[src/design/ssc_pkg.sv]
// What this block does
// - The first eight bits of each frame, most significant first, are the operation code that picks the command.
// - Codes decode as register write X101X0XX, register read X10010XX, memory write 0001XXXX, erase 001XXXXX, memory read X0001XXX, block write 1001XXXX, block erase 101XXXXX.
// - The comparator pin follows object temperature against the potentiometer threshold when that source is chosen.
// - The relay pin follows ambient temperature against the stored threshold when that source is chosen.
// - Ambient and object results can be read over the port at any time while measuring goes on.
// - A frame is 32 bits: code byte, address byte, then 16 data bits, and the device is always slave.
// - A frame opens on chip select falling and closes on its rise after 32 clocks; data in is sampled on rising edges.
// - On a write the output echoes code, address and first data byte eight clocks late; an early chip select rise aborts.
// - On a read the output carries the code and then the data with no address, data valid from the 17th rising edge.
`default_nettype none
package ssc_pkg;
   // ---------------------------------------------------------------
   // Frame layout
   // ---------------------------------------------------------------
   localparam int FRAME_BITS = 32;
   localparam int CODE_BITS  = 8;
   localparam int ADDR_BITS  = 8;
   localparam int DATA_BITS  = 16;
   localparam int ECHO_DELAY = 8;
   localparam int READ_START = 16;
   localparam logic [5:0] CNT_CODE = 6'h08;
   localparam logic [5:0] CNT_ADDR = 6'h10;
   localparam logic [5:0] CNT_END  = 6'h20;
   // ---------------------------------------------------------------
   // Result addresses and reset values
   // ---------------------------------------------------------------
   localparam logic [7:0]  ADDR_OBJECT  = 8'h03;
   localparam logic [7:0]  ADDR_AMBIENT = 8'h04;
   localparam logic [15:0] DATA_RESET   = 16'h0000;
   localparam logic [7:0]  BYTE_RESET   = 8'h00;

   typedef enum logic [2:0] {
      CMD_NONE, CMD_REG_WRITE, CMD_REG_READ, nvm_write_cmd, nvm_erase_cmd,
      nvm_read_cmd, nvm_block_write_cmd, nvm_block_erase_cmd
   } ssc_cmd_type;

   typedef enum logic [1:0] {ST_IDLE, ST_SHIFT, ST_DONE} ssc_state_type;

   // Decoder for the operation byte, shared by frame and commit logic
   function automatic ssc_cmd_type ssc_decode(input logic [7:0] c);
      if (c[6:4] == 3'b101 && c[2] == 1'b0) return CMD_REG_WRITE;
      if (c[6:2] == 5'b10010) return CMD_REG_READ;
      if (c[7:4] == 4'b0001) return nvm_write_cmd;
      if (c[7:5] == 3'b001) return nvm_erase_cmd;
      if (c[6:3] == 4'b0001) return nvm_read_cmd;
      if (c[7:4] == 4'b1001) return nvm_block_write_cmd;
      if (c[7:5] == 3'b101) return nvm_block_erase_cmd;
      return CMD_NONE;
   endfunction
endpackage
`default_nettype wire

[src/design/ssc_sync.sv]
`timescale 1ns/10ps
`default_nettype none
// Two-flop synchroniser for a bundle of pin levels
module ssc_sync #(
   parameter int W = 3
) (
   // Clock and reset
   input  wire logic         clk_i,
   input  wire logic         rst_n_i,
   // Levels
   input  wire logic [W-1:0] async_i,
   output var  logic [W-1:0] sync_o
);
   logic [W-1:0] meta;
   logic [W-1:0] next_meta;
   logic [W-1:0] next_sync;

   // --------------------------------------------------------------
   // First flop feeds only the second
   // --------------------------------------------------------------
   always_comb begin
      next_meta = async_i;
      next_sync = meta;
   end

   always_ff @(posedge clk_i or negedge rst_n_i) begin
      if (!rst_n_i) begin
         meta   <= '0;
         sync_o <= '0;
      end else begin
         meta   <= next_meta;
         sync_o <= next_sync;
      end
   end
endmodule // ssc_sync
`default_nettype wire

[src/design/ssc_port.sv]
`timescale 1ns/10ps
`default_nettype none
// Serial command port: oversamples the master's slow clock on CLK_I
module ssc_port (
   // Clock and reset
   input  wire logic                 CLK_I,
   input  wire logic                 RST_N_I,
   // Serial pins to and from the master
   input  wire logic                 CS_N_I,
   input  wire logic                 SCLK_I,
   input  wire logic                 SDI_I,
   output var  logic                 SDO_O,
   output var  logic                 SDO_OE_N_O,
   // Measurement results and thresholds
   input  wire logic [15:0]          OBJECT_I,
   input  wire logic [15:0]          AMBIENT_I,
   input  wire logic [15:0]          REG_RDATA_I,
   input  wire logic [15:0]          NVM_RDATA_I,
   input  wire logic [11:0]          POT_THRESH_I,
   input  wire logic [11:0]          NVM_THRESH_I,
   input  wire logic                 COMP_POT_SEL_I,
   input  wire logic                 REL_NVM_SEL_I,
   // Command out to register file and memory
   output var  ssc_pkg::ssc_cmd_type CMD_O,
   output var  logic [7:0]           ADDR_O,
   output var  logic [15:0]          WDATA_O,
   output var  logic                 CMD_STB_O,
   // Comparator pins
   output var  logic                 COMP_O,
   output var  logic                 RELAY_O
);
   import ssc_pkg::*;

   logic [2:0]          pins;
   logic                cs_n, sclk, sdi;
   logic                sclk_d, next_sclk_d;
   ssc_state_type       state, next_state;
   logic [5:0]          cnt, next_cnt;
   logic [31:0]         shreg, next_shreg;
   logic [15:0]         rdata, next_rdata;
   logic [7:0]          echo_code, next_echo_code;
   logic                sdo, next_sdo, sdo_oe_n, next_sdo_oe_n;
   ssc_cmd_type         cmd, next_cmd;
   logic [7:0]          addr, next_addr;
   logic [15:0]         wdata, next_wdata;
   logic                stb, next_stb, comp, next_comp, relay, next_relay;
   logic                rise, fall;
   ssc_cmd_type         cur_cmd;

   // --------------------------------------------------------------
   // Pin synchronisers; the slow SCLK makes oversampling safe
   // --------------------------------------------------------------
   // Chip select enters inverted, so the flops' cleared state reads as
   // deselected; otherwise reset release would fake a frame start
   ssc_sync #(.W(3)) u_sync (
      .clk_i   (CLK_I),
      .rst_n_i (RST_N_I),
      .async_i ({~CS_N_I, SCLK_I, SDI_I}),
      .sync_o  (pins)
   );
   assign cs_n = ~pins[2];
   assign sclk = pins[1];
   assign sdi  = pins[0];
   assign rise = sclk & ~sclk_d & ~cs_n;
   assign fall = ~sclk & sclk_d & ~cs_n;
   assign cur_cmd = ssc_decode(shreg[31:24]);

   // --------------------------------------------------------------
   // Frame engine
   // --------------------------------------------------------------
   always_comb begin
      next_sclk_d    = sclk;
      next_state     = state;
      next_cnt       = cnt;
      next_shreg     = shreg;
      next_rdata     = rdata;
      next_echo_code = echo_code;
      next_sdo       = sdo;
      next_sdo_oe_n  = sdo_oe_n;
      next_cmd       = cmd;
      next_addr      = addr;
      next_wdata     = wdata;
      next_stb       = 1'b0;
      case (state)
         ST_IDLE: begin
            next_sdo_oe_n = 1'b1;
            next_cnt      = '0;
            if (!cs_n) begin
               next_state    = ST_SHIFT;
               next_sdo_oe_n = 1'b0;
               next_sdo      = 1'b0;
            end
         end
         ST_SHIFT: begin
            if (cs_n) begin
               // Early rise aborts: nothing is committed
               next_state = ST_IDLE;
            end else if (rise) begin
               // Shift in MSB first on rising edges
               next_shreg = {shreg[30:0], sdi};
               next_cnt   = cnt + 6'h01;
               if (cnt + 6'h01 == CNT_CODE)
                  next_echo_code = {shreg[6:0], sdi};
               if (cnt + 6'h01 == CNT_END)
                  next_state = ST_DONE;
            end else if (fall) begin
               // Output changes on falling edge, stable at next rise
               if (cnt == CNT_ADDR) begin
                  // Snapshot results now so a read sees a coherent word
                  case (shreg[7:0])
                     ADDR_OBJECT:  next_rdata = OBJECT_I;
                     ADDR_AMBIENT: next_rdata = AMBIENT_I;
                     default:      next_rdata = (ssc_decode(shreg[15:8]) == nvm_read_cmd) ? NVM_RDATA_I : REG_RDATA_I;
                  endcase
               end
               if (cnt < CNT_CODE[5:0] + 6'h08) begin
                  // First echo bits: code comes out after 8 clocks
                  next_sdo = (cnt < CNT_CODE) ? 1'b0 : echo_code[7 - (cnt - CNT_CODE)];
               end else if (ssc_decode(echo_code) == CMD_REG_READ ||
                            ssc_decode(echo_code) == nvm_read_cmd) begin
                  // Read: data follows the code, address skipped
                  next_sdo = (cnt == CNT_ADDR) ?
                             ((shreg[7:0] == ADDR_OBJECT) ? OBJECT_I[15] :
                              (shreg[7:0] == ADDR_AMBIENT) ? AMBIENT_I[15] :
                              ((ssc_decode(shreg[15:8]) == nvm_read_cmd) ? NVM_RDATA_I[15] : REG_RDATA_I[15]))
                             : rdata[15 - (cnt - CNT_ADDR)];
               end else begin
                  // Write: delayed echo of the shift stream
                  next_sdo = shreg[ECHO_DELAY - 1];
               end
            end
         end
         ST_DONE: begin
            if (cs_n) begin
               next_state    = ST_IDLE;
               next_sdo_oe_n = 1'b1;
               if (cur_cmd != CMD_NONE &&
                   cur_cmd != CMD_REG_READ && cur_cmd != nvm_read_cmd) begin
                  next_cmd   = cur_cmd;
                  next_addr  = shreg[23:16];
                  next_wdata = shreg[15:0];
                  next_stb   = 1'b1;
               end
            end
         end
         default: next_state = ST_IDLE;
      endcase
   end

   always_ff @(posedge CLK_I or negedge RST_N_I) begin
      if (!RST_N_I) begin
         sclk_d    <= 1'b0;
         state     <= ST_IDLE;
         cnt       <= '0;
         shreg     <= '0;
         rdata     <= DATA_RESET;
         echo_code <= BYTE_RESET;
         sdo       <= 1'b0;
         sdo_oe_n  <= 1'b1;
         cmd       <= CMD_NONE;
         addr      <= BYTE_RESET;
         wdata     <= DATA_RESET;
         stb       <= 1'b0;
      end else begin
         sclk_d    <= next_sclk_d;
         state     <= next_state;
         cnt       <= next_cnt;
         shreg     <= next_shreg;
         rdata     <= next_rdata;
         echo_code <= next_echo_code;
         sdo       <= next_sdo;
         sdo_oe_n  <= next_sdo_oe_n;
         cmd       <= next_cmd;
         addr      <= next_addr;
         wdata     <= next_wdata;
         stb       <= next_stb;
      end
   end

   // --------------------------------------------------------------
   // Comparators; hold last value when source not selected
   // --------------------------------------------------------------
   always_comb begin
      next_comp  = comp;
      next_relay = relay;
      if (COMP_POT_SEL_I)
         next_comp = (OBJECT_I[15:4] > POT_THRESH_I);
      if (REL_NVM_SEL_I)
         next_relay = (AMBIENT_I[15:4] > NVM_THRESH_I);
   end

   always_ff @(posedge CLK_I or negedge RST_N_I) begin
      if (!RST_N_I) begin
         comp  <= 1'b0;
         relay <= 1'b0;
      end else begin
         comp  <= next_comp;
         relay <= next_relay;
      end
   end

   assign SDO_O      = sdo;
   assign SDO_OE_N_O = sdo_oe_n;
   assign CMD_O      = cmd;
   assign ADDR_O     = addr;
   assign WDATA_O    = wdata;
   assign CMD_STB_O  = stb;
   assign COMP_O     = comp;
   assign RELAY_O    = relay;
endmodule // ssc_port
`default_nettype wire

[config.mk]
export PLATFORM = sky130hd
export DESIGN_NAME = ssc_port
export DESIGN_NICKNAME = d
export VERILOG_FILES = /design/src/design/ssc_pkg.sv /design/src/design/ssc_sync.sv /design/src/design/ssc_port.sv
export SDC_FILE = /design/constraint.sdc
export NUM_CORES = 1
export LEC_CHECK = 0
export BUFFER_PORTS_ARGS = -buffer_cell sky130_fd_sc_hd__buf_2
export CAP_MARGIN = 20
export CORE_UTILIZATION = 40
export DETAILED_ROUTE_END_ITERATION = 12
export GPL_ROUTABILITY_DRIVEN = 0
export PLACE_DENSITY = 0.74
export SYNTH_ARGS = -nofsm -noshare
export SYNTH_HDL_FRONTEND = slang
export SYNTH_SLANG_ARGS = --single-unit
[constraint.sdc]
create_clock -name CLK_I -period 1.8 [get_ports CLK_I]
set_input_delay 0.36 -clock CLK_I [delete_from_list [all_inputs] [get_ports CLK_I]]
set_output_delay 0.36 -clock CLK_I [all_outputs]
set_load 0.02 [all_outputs]
# Word level (Yosys, flattened, before mapping)
# Cells that the tools add are included.
# totals
regBits	103
latchBits	0
mem_bits_rw	0
romBits	0
in_bits	95
out_inout_bits	32
wordCells	492
mem_count	0
# classes
n_addsub	5
multipliers	0
div	0
magnitude_cmp	6
n_eq_ne	42
n_shift	0
n_mux	392
bitwise	12
reduce_logical	19
# ops
operator	count
3-bit 2-to-1 mux	135
1-bit 2-to-1 mux	242
32-bit by 4-bit less-than comparator with 1-bit output (second input constant)	1
32-bit by 5-bit less-than comparator with 1-bit output (second input constant)	1
16-bit one-hot mux with 2 select lines	1
3-bit equality test (second input constant)	9
4-bit by 1-bit equality test with 1-bit output (second input constant)	6
12-bit greater-than comparator	2
16-bit 2-to-1 mux	1
5-bit equality test (second input constant)	3
4-bit equality test (second input constant)	3
6-bit 2-to-1 mux	2
6-bit one-hot mux with 2 select lines	1
2-bit 2-to-1 mux	5
5-bit AND reduction	2
3-bit by 1-bit equality test with 1-bit output (second input constant)	3
3-bit inequality test (second input constant)	3
3-bit AND reduction	3
8-bit by 2-bit equality test with 1-bit output (second input constant)	1
8-bit by 3-bit equality test with 1-bit output (second input constant)	1
2-bit inequality test (second input constant)	4
1-bit NOT	8
4-bit AND reduction	2
4-bit by 7-bit subtractor with 8-bit output (first input constant)	1
26 further kinds	36

# Logic depth before layout (Yosys ltp)
# Gate-level depths: netlist of run 1.
# logic_depth
depth_word	160
ltp_mapped	8
ltp_nobuf	7

# Hierarchy
# A second synthesis of run 1 with hierarchy kept.
# unflattened
hier_cells	485
area_unflattened_um2	5425.2
# modules_own_cells
mod	instances	cells_per_inst	area_per_inst_um2
ssc_port	1	479	5275.1
ssc_sync	1	6	150.1

# Least setup slack after synthesis of run 1
# No wires, ideal clock.
# synth_timing
path_kind	register to register
from	register state[1]
to	register echo_code[0]
setup_ns	0.125
arrival_time_ns	1.843
required_time_ns	1.675
slack_ns	-0.168
stages_incl_launch_ff	6
synth_period_minus_slack_ns	1.968
path_cell_list	dfrtp_1 clkbuf_2 or3_1 or4_1 buf_6 mux2_4
# synth_via
elab_chain_len	2
# synth_lines
element	line_no	source
start, declared	ssc_port.sv:37	ssc_state_type state, next_state;
start signal, assigned	ssc_port.sv:166	state <= next_state;
2-bit by 1-bit equality test with 1-bit output	ssc_port.sv:84	case (state)
4-bit AND reduction (no line)	n/a	
end signal, assigned	ssc_port.sv:170	echo_code <= next_echo_code;
end, declared	ssc_port.sv:41	logic [7:0] echo_code, next_echo_code;
# Every way passes these cells.
# A chain may end at the register's enable or synchronous reset.

# Final worst setup path of run 1
# layout_timing
from	register sclk_d
to	register echo_code[5]
# layout_via
elab_chain_len	4
# layout_lines
element	line_no	source
start, declared	ssc_port.sv:36	logic sclk_d, next_sclk_d;
start signal, assigned	ssc_port.sv:165	sclk_d <= next_sclk_d;
1-bit NOT	ssc_port.sv:64	assign rise = sclk & ~sclk_d & ~cs_n;
1-bit AND (2 in series)	ssc_port.sv:64	
4-bit AND reduction (no line)	n/a	
# Every way passes these cells.

==> results of run 1 <==
[routing by layer]
layer	part of all wire, %	wire, um
met1	43	5927
met2	49	6730
met3	5.5	754
met4	1.7	229
met5	0	0
[stage by stage]
stage	area (um2)	std cells	power, W	TNS, ns
2_1_floorplan	5456	566	0.002853	-1.309
6_report	7012	896	0.005144	-1.236
3_5_place_dp	6482	874	0.003228	-1.155
3_3_place_gp	6482	874	0.003200	-0.8317
5_1_grt	7012	896	0.005364	-2.174
4_1_cts	6814	891	0.005174	-1.170
[cells in the final DEF, fill, tap and decap left out, types with 3 or more instances in the layout]
cell type,instances
a21oi_1,8
nand2_4,5
buf_4,39
mux2i_1,23
or3_4,3
clkinv_8,3
ha_1,25
o22ai_1,5
mux2_4,8
mux2_1,3
nor3_1,5
a21o_1,6
nor2b_1,5
a31oi_1,3
nor2_1,14
o22a_1,16
nand2_2,12
nand2_1,134
nand3b_1,3
buf_12,3
a211oi_1,3
buf_2,125
a22oi_1,18
nand4_1,8
clkbuf_16,11
mux2_2,13
nand2b_1,5
dfrtp_1,101
inv_1,30
o21ai_1,11
o21ai_0,23
o21ai_2,5
[sequential cells by signal, summed over array words and instances, names as in the netlist]
register	flops
CMD_STB_O	1
SDO_O	1
cnt	6
WDATA_O	16
shreg	32
state	2
u_sync.meta	3
CMD_O	3
ADDR_O	8
COMP_O	1
RELAY_O	1
echo_code	8
SDO_OE_N_O	1
sclk_d	1
rdata	16
u_sync.sync_o	3
[repair_timing]
action                                 CTS  global route
cloned                                   0             3
setup endpoints to repair               24            26
hold buffers                             1             0
pin swaps                                0             6
buffers inserted                         0             2
gates resized for setup                  2            34
endpoints found under the hold margin   28             0
[Yosys cell counts (all sizes together), types with 8 or more instances]
library cell  number  area share (%)
o21ai             39             3.6
mux2i             25             4.6
dfrtp            102              47
a22oi             18             2.5
ha                25             5.8
nand4              8            0.92
nor2              14            0.97
clkbuf            22             1.5
mux2              24             5.5
inv               31             2.1
nand2            151              10
o22a              16             2.6
buf               12             1.3
a21oi              8            0.74
[area by class of cell]
cell class                 count  area share (%)
clock buffer                   9           3.212
clock inverter                 7           1.231
inverter                      31           1.660
multi-input combinational    398           38.83
sequential                   103           36.80
tap                          176           3.141
timing repair buffer         172           15.13
[final timing paths]
path / endpoint / slack, ns / cells after the start
setup / recovery: echo_code[5] / -0.15 / 4
hold / removal: u_sync.meta[1] / 0.14 / 1
setup reg to reg: echo_code[5] / -0.15 / 4
hold reg to reg: u_sync.sync_o[0] / 0.36 / 0
max in group asynchronous: SDO_OE_N_O / 0.68 / 3
min in group asynchronous: ADDR_O[3] / 0.49 / 2
[cell families after synthesis]
family                     Yosys count
and+or+nand+nor                    211
AOI/OAI and AO/OA                  112
DFF                                103
buffers and inverters               65
adders and majority gates           25
muxes                               50
[worst max-delay path, stage by stage, from the launching register on]
cell and delay, ns:
dfrtp_1 0.38, nand2b_4 0.15, or3_4 0.37, or4_4 0.60, mux2_4 0.33
[power by group through the flow]
| stage | registers, W | clock network (W) | logic (W) |
|---|---|---|---|
| 2_1_floorplan | 0.00245 | 0 | 0.000402 |
| 3_3_place_gp | 0.00245 | 0 | 0.000752 |
| 3_5_place_dp | 0.00245 | 0 | 0.000781 |
| 4_1_cts | 0.00240 | 0.00198 | 0.000789 |
| 5_1_grt | 0.00241 | 0.00207 | 0.000883 |
| 6_report | 0.00240 | 0.00195 | 0.000795 |
==> results.txt, run 1 <==
flops & latches, synth -> 103
worst hold margin -> 0.1352 ns
Peak VDD IR -> 545.5 uV
Mean Syn Cell Area -> 9.583 um2
CTS Buf Count -> 9
diodes inserted -> 0
Mapped Cells -> 566
Yosys warning count -> 0
clock tree from TritonCTS -> built
overall routing resource usage -> 19.18%
vias in the first global route -> 4,519
HP Class -> input port to flip-flop
cell area after synthesis -> 5424 um2
relative slew slack -> 65.54%
violated checks -> negative setup slack
Worst EP arrival -> 2.18 ns
Clk pwr share -> 37.8%
Post-Route WL -> 13,640 um
die area -> 14,030 um2
main combinational cell family by area after synthesis -> simple AND/OR/NAND/NOR gates
Die Width -> 118.4 um
max cap viols -> 0
number of enable flip-flop cells after synthesis -> 0
via-per-instance ratio -> 5.248
Die Y -> 118.4 um
1st-pass router iterations -> 5
root buffer cell -> clkbuf_16
via count -> 4,702
routing usage on met3 -> 4.054%
Layout area overhead -> 29.27%
DRC viols -> 0
Seq. cell area -> 2580 um2
Leak Pwr -> 3.659 nW
mux contribution to synthesized area -> 10.57%
antenna-violating nets left -> 0
Worst Clk Skew -> 0.01194 ns
FF-to-FF Start -> sclk_d
Multi-input gate area -> 2723 um2
setup slack at placement -> -0.1459 ns
post-layout util -> 52.95%
initial drt markers -> 444
GR Util met1 -> 24.80%
CP Capture Type -> flip-flop
RSZ-0062 raised after global routing -> true
Synth Area in Compound Gates -> 13.89%
dpl hpwl -> 10,080 um
top_reg_cell synth -> dfrtp_1
FMAX -> 513.9 MHz
Initial Util -> 40.96%
period utilization -> 108.1%
simple-gate share of the synthesized area -> 17.21%
maximum clock insertion buffer count -> 2
Final setup violation count -> 16
Worst-path clk slew -> 0.07 ns
Slew @ Worst Pin -> 0.5039 ns
Gate power share -> 15.5%
hold_sp -> SCLK_I
Worst Path Required -> 2.03 ns
PwrDens -> 733.6 nW/um2
WL/cell -> 15.23 um
I/O pin total -> 127
GR Overflow Total -> 0
Placeable Area -> 13,240 um2
CP startpoint -> sclk_d
Worst-Skew Late Latency -> 0.35 ns
initial antenna violation count -> 0
sequential cell area fraction in the yosys report -> 47.54%
count of final hold-check violations -> 0
Nets -> 835
Synth Area in XOR/XNOR -> 0%
syn_nets -> 686
met2 usage -> 32.43%
total clock sinks -> 103
Max Transition Viols Final -> 0
Synth Area in Adders -> 5.767%
Int Pwr -> 0.003705 W
switching pwr -> 0.001439 W
Port Buffers -> 126
Final Critical Period -> 1.946 ns
largest net degree at the start of global routing -> 39
row cnt -> 42
Synth cell types -> 55
CP Launch Type -> flip-flop
status -> finished with violations
fill cell count -> 1,191
asr flop ratio synth -> 100.0%
final worst setup slack -> -0.1461 ns
layout cells sized above 1 -> 34.58%
htree depth -> 3
CP Max Fanout -> 8
sequential group share of total power -> 46.7%
first-pass GRT wire length -> 21,540 um
switch share -> 27.97%
GRT Max-Usage Layer -> met2
Crit Path Category -> flip-flop to flip-flop
Power figures use the tool's default switching activity.
==> run 2, diff against run 1 <==
- CORE_ASPECT_RATIO: unset -> 0.7
- CTS_BUF_LIST: unset -> sky130_fd_sc_hd__clkbuf_4
- CTS_CLUSTER_SIZE: unset -> 40
==> results.txt, run 2 (synthesis results as in run 1) <==
Post-Route WL -> 14,540 um
htree depth -> 3
final worst setup slack -> -0.1406 ns
Initial Util -> 41.15%
WL/cell -> 15.93 um
Worst-Skew Late Latency -> 0.48 ns
Slowest-stage cell, CP -> or4_4
Nets -> 843
Clk pwr share -> 27.5%
Peak VDD IR -> 385.7 uV
Placeable Area -> 13,180 um2
Seq. cell area -> 2580 um2
CP Launch Type -> flip-flop
via-per-instance ratio -> 5.369
CP max stage delay -> 0.60 ns
initial drt markers -> 388
die area -> 14,040 um2
setup slack at placement -> -0.1230 ns
Worst Path Required -> 2.18 ns
CTS Buf Count -> 9
CP Max Fanout -> 8
fin area -> 6972 um2
PwrDens -> 636.9 nW/um2
via count -> 4,902
1st-pass router iterations -> 5
Final setup violation count -> 24
crit-path cells -> nand2b_4 -> or3_4 -> or4_4 -> mux2_4
Worst Clk Skew -> 0.01800 ns
diodes inserted -> 0
Inst Count DP -> 886
Setup Total Neg Slack -> -1.850 ns
CP Capture Type -> flip-flop
Area after DPL -> 6504 um2
Int Pwr -> 0.003137 W
violated checks -> negative setup slack
Multi-input gate area -> 2783 um2
initial antenna violation count -> 0
count of final hold-check violations -> 0
R2R Setup Slk -> -0.14 ns
clock tree from TritonCTS -> built
Die Y -> 99.43 um
Max Transition Viols Final -> 0
first-pass GRT wire length -> 22,530 um
Final Critical Period -> 1.941 ns
DRC viols -> 0
sequential group share of total power -> 54.4%
dpl hpwl -> 10,690 um
switch share -> 29.34%
Worst-path clk slew -> 0.16 ns
Crit Path Category -> flip-flop to flip-flop
vias in the first global route -> 4,552
max cap viols -> 0
max reg flops -> 32
Leak Pwr -> 3.615 nW
Slew @ Worst Pin -> 0.4114 ns
largest net degree at the start of global routing -> 46
commonest non-fill, non-tap cell in the layout -> nand2_1
overall routing resource usage -> 20.28%
Port Buffers -> 126
GR Overflow Total -> 0
commonest non-fill, non-tap cells in the layout -> nand2_1 (135), buf_2 (125), dfrtp_1 (101), buf_4 (44), inv_1 (30)
I/O pin total -> 127
period utilization -> 107.8%
switching pwr -> 0.001303 W
antenna-violating nets left -> 0
RSZ-0062 raised after global routing -> true
HP Class -> input port to flip-flop
layout cells sized above 1 -> 35.30%
total clock sinks -> 103
Gate power share -> 18.1%
fill cell count -> 1,131
FMAX -> 515.3 MHz
Largest Register -> shreg
Layout area overhead -> 28.54%
root buffer cell -> clkbuf_4
row cnt -> 35
maximum clock insertion buffer count -> 2
Worst EP arrival -> 2.32 ns
Die Width -> 141.2 um
final cell count without fillers -> 913
relative slew slack -> 72.42%
status -> finished with violations
[run 2: per-stage QoR]
| stage | hold slack, ns | power, W | util (%) |
|---|---|---|---|
| floorplan | 0.06441 | 0.002853 | - |
| global placement | 0.2765 | 0.003172 | 49.34 |
| detailed placement | 0.2844 | 0.003212 | 49.34 |
| CTS | 0.0004189 | 0.004420 | 50.77 |
| global route | 0.1614 | 0.004622 | 52.89 |
| finish | 0.1654 | 0.004440 | 52.89 |
[run 2: what timing repair did]
action / 4_1_cts / 5_1_grt
pin swaps: 0 / 12
resized for setup: 3 / 49
gates cloned: 0 / 3
hold endpoints to repair: 23 / 1
endpoints found under the setup margin: 17 / 25
buffers inserted: 1 / 3
hold buffers: 3 / 1
[run 2: metal layers]
| metal | share of wire (%) | wire, um | global-route usage [%] | vias to the layer above |
|---|---|---|---|---|
| li1 | - | - | - | 2272 |
| met5 | 0 | 0 | 0 | - |
| met4 | 2.1 | 299 | 6.187 | 0 |
| met2 | 47 | 6844 | 31.49 | 179 |
| met3 | 7.1 | 1026 | 5.970 | 30 |
| met1 | 44 | 6371 | 27.43 | 2421 |
[run 2: worst max-delay path: cells and delay by family (launching register included)]
kind	cells	cell delay [ns]
and+or+nand+nor	3	1.10
DFF	1	0.41
muxes	1	0.34
[run 2: worst paths after layout]
check                               start                to  cells after the start
max                                sclk_d      echo_code[6]                      4
min                        COMP_POT_SEL_I            COMP_O                      3
max reg2reg                        sclk_d      echo_code[6]                      4
min reg2reg                u_sync.meta[2]  u_sync.sync_o[2]                      0
max in group asynchronous         RST_N_I        SDO_OE_N_O                      3
min in group asynchronous         RST_N_I         ADDR_O[3]                      2
[run 2: final cells by class]
class | count | share of cell area (%)
timing repair buffer | 180 | 16.12
inverter | 31 | 1.669
sequential | 103 | 37.01
clock buffer | 9 | 0.9691
multi-input combinational | 398 | 39.91
tap | 185 | 3.320
clock inverter | 7 | 1.005
[run 2: power groups by stage]
stage	logic, W	clock network (W)	registers, W
detailed placement	0.000754	0	0.00246
global route	0.000871	0.00133	0.00242
floorplan	0.000402	0	0.00245
CTS	0.000766	0.00124	0.00241
global placement	0.000718	0	0.00245
finish	0.000802	0.00122	0.00242
==> run 3, diff against run 2 <==
- MAX_ROUTING_LAYER: unset -> met4
==> results.txt, run 3 (synthesis results as in run 1) <==
CTS Buf Count -> 9
period utilization -> 108.0%
die area -> 14,040 um2
Worst EP arrival -> 2.31 ns
Int Pwr -> 0.003137 W
CP top delay family -> simple AND/OR/NAND/NOR gates
initial drt markers -> 401
CP max stage delay -> 0.60 ns
vias in the first global route -> 4,552
Final Critical Period -> 1.944 ns
Worst Path Required -> 2.17 ns
max cap viols -> 0
Stages on worst setup path -> 4
DRC viols -> 0
sequential group share of total power -> 54.4%
htree depth -> 3
Peak VDD IR -> 382.2 uV
1st-pass router iterations -> 5
Worst Hold Depth -> 3
RSZ-0062 raised after global routing -> true
Post-Route WL -> 14,570 um
fin area -> 6972 um2
Setup Total Neg Slack -> -1.881 ns
Slew @ Worst Pin -> 0.4157 ns
total clock sinks -> 103
Crit Path Category -> flip-flop to flip-flop
via count -> 4,891
clock tree from TritonCTS -> built
WL/cell -> 15.96 um
commonest non-fill, non-tap cells in the layout -> nand2_1 (135), buf_2 (125), dfrtp_1 (101), buf_4 (44), inv_1 (30)
Slowest-stage cell, CP -> or4_4
Buf+Inv Stages, Crit Path -> 0
GR Overflow Total -> 0
Layout area overhead -> 28.54%
violated checks -> negative setup slack
Die Y -> 99.43 um
Nets -> 843
setup slack at placement -> -0.1230 ns
Seq. cell area -> 2580 um2
post-layout util -> 52.89%
crit-path cells -> nand2b_4 -> or3_4 -> or4_4 -> mux2_4
Leak Pwr -> 3.615 nW
count of final hold-check violations -> 0
Placeable Area -> 13,180 um2
Max Transition Viols Final -> 0
worst hold margin -> 0.1704 ns
largest net degree at the start of global routing -> 46
HP Class -> input port to flip-flop
Initial Util -> 41.15%
Worst R2R Path Depth -> 4
Largest Register -> shreg
maximum clock insertion buffer count -> 2
switching pwr -> 0.001304 W
commonest non-fill, non-tap cell in the layout -> nand2_1
Final setup violation count -> 24
antenna-violating nets left -> 0
CP Launch Type -> flip-flop
via-per-instance ratio -> 5.357
first-pass GRT wire length -> 22,560 um
Worst Clk Skew -> 0.01678 ns
Multi-input gate area -> 2783 um2
Die Width -> 141.2 um
dpl hpwl -> 10,690 um
Area after DPL -> 6504 um2
max reg flops -> 32
Gate power share -> 18.1%
initial antenna violation count -> 0
Worst-path clk slew -> 0.16 ns
fill cell count -> 1,131
I/O pin total -> 127
FMAX -> 514.4 MHz
CP Capture Type -> flip-flop
Clk pwr share -> 27.5%
root buffer cell -> clkbuf_4
diodes inserted -> 0
Port Buffers -> 126
layout cells sized above 1 -> 35.30%
final worst setup slack -> -0.1441 ns
status -> finished with violations
CP Max Fanout -> 8
overall routing resource usage -> 20.91%
relative slew slack -> 72.14%
PwrDens -> 637.0 nW/um2
row cnt -> 35
Worst-Skew Late Latency -> 0.47 ns
switch share -> 29.35%
## run 3: cell counts in the layout (fill, tap and decap cells not counted)
No cell type changed its count.
## run 3: layout make-up
cell class / instances / share of cell area (%)
timing repair buffer: 180 / 16.12
clock inverter: 7 / 1.005
inverter: 31 / 1.669
tap: 185 / 3.320
clock buffer: 9 / 0.9691
multi-input combinational: 398 / 39.91
sequential: 103 / 37.01
## run 3: worst paths after layout
path                                 from               end  slack (ns)
min reg2reg                u_sync.meta[2]  u_sync.sync_o[2]        0.37
min in group asynchronous         RST_N_I         ADDR_O[3]        0.30
max                                sclk_d      echo_code[6]       -0.14
max reg2reg                        sclk_d      echo_code[6]       -0.14
max in group asynchronous         RST_N_I        SDO_OE_N_O        0.89
min                        COMP_POT_SEL_I            COMP_O        0.17
## run 3: power groups by stage
stage / logic, W / registers [W] / clock network, W
2_1_floorplan: 0.000402 / 0.00245 / 0
3_3_place_gp: 0.000718 / 0.00245 / 0
3_5_place_dp: 0.000754 / 0.00246 / 0
4_1_cts: 0.000766 / 0.00241 / 0.00124
5_1_grt: 0.000870 / 0.00242 / 0.00133
6_report: 0.000803 / 0.00242 / 0.00122
## run 3: through the flow
step | power (W) | std cells
2_1_floorplan | 0.002853 | 566
3_3_place_gp | 0.003172 | 886
3_5_place_dp | 0.003212 | 886
4_1_cts | 0.004420 | 906
5_1_grt | 0.004623 | 913
6_report | 0.004441 | 913
## run 3: timing repair
action / CTS / global route
pin swaps: 0 / 12
hold endpoints to repair: 23 / 1
setup endpoints to repair: 17 / 24
setup buffers: 1 / 3
hold buffers: 3 / 1
gates resized for setup: 3 / 49
gates cloned: 0 / 3
## run 3: worst min-delay path: stages
cell	delay (ns)
buf_2	0.10
a21oi_1	0.06
o31a_1	0.10
## run 3: metal layers
layer | wire length (um) | track usage, % | part of all wire, % | vias to the layer above
met2 | 6830 | 31.49 | 47 | 168
met3 | 980 | 5.489 | 6.7 | 33
li1 | - | - | - | 2272
met1 | 6459 | 27.74 | 44 | 2418
met5 | 0 | - | 0 | -
met4 | 299 | 6.187 | 2.1 | 0
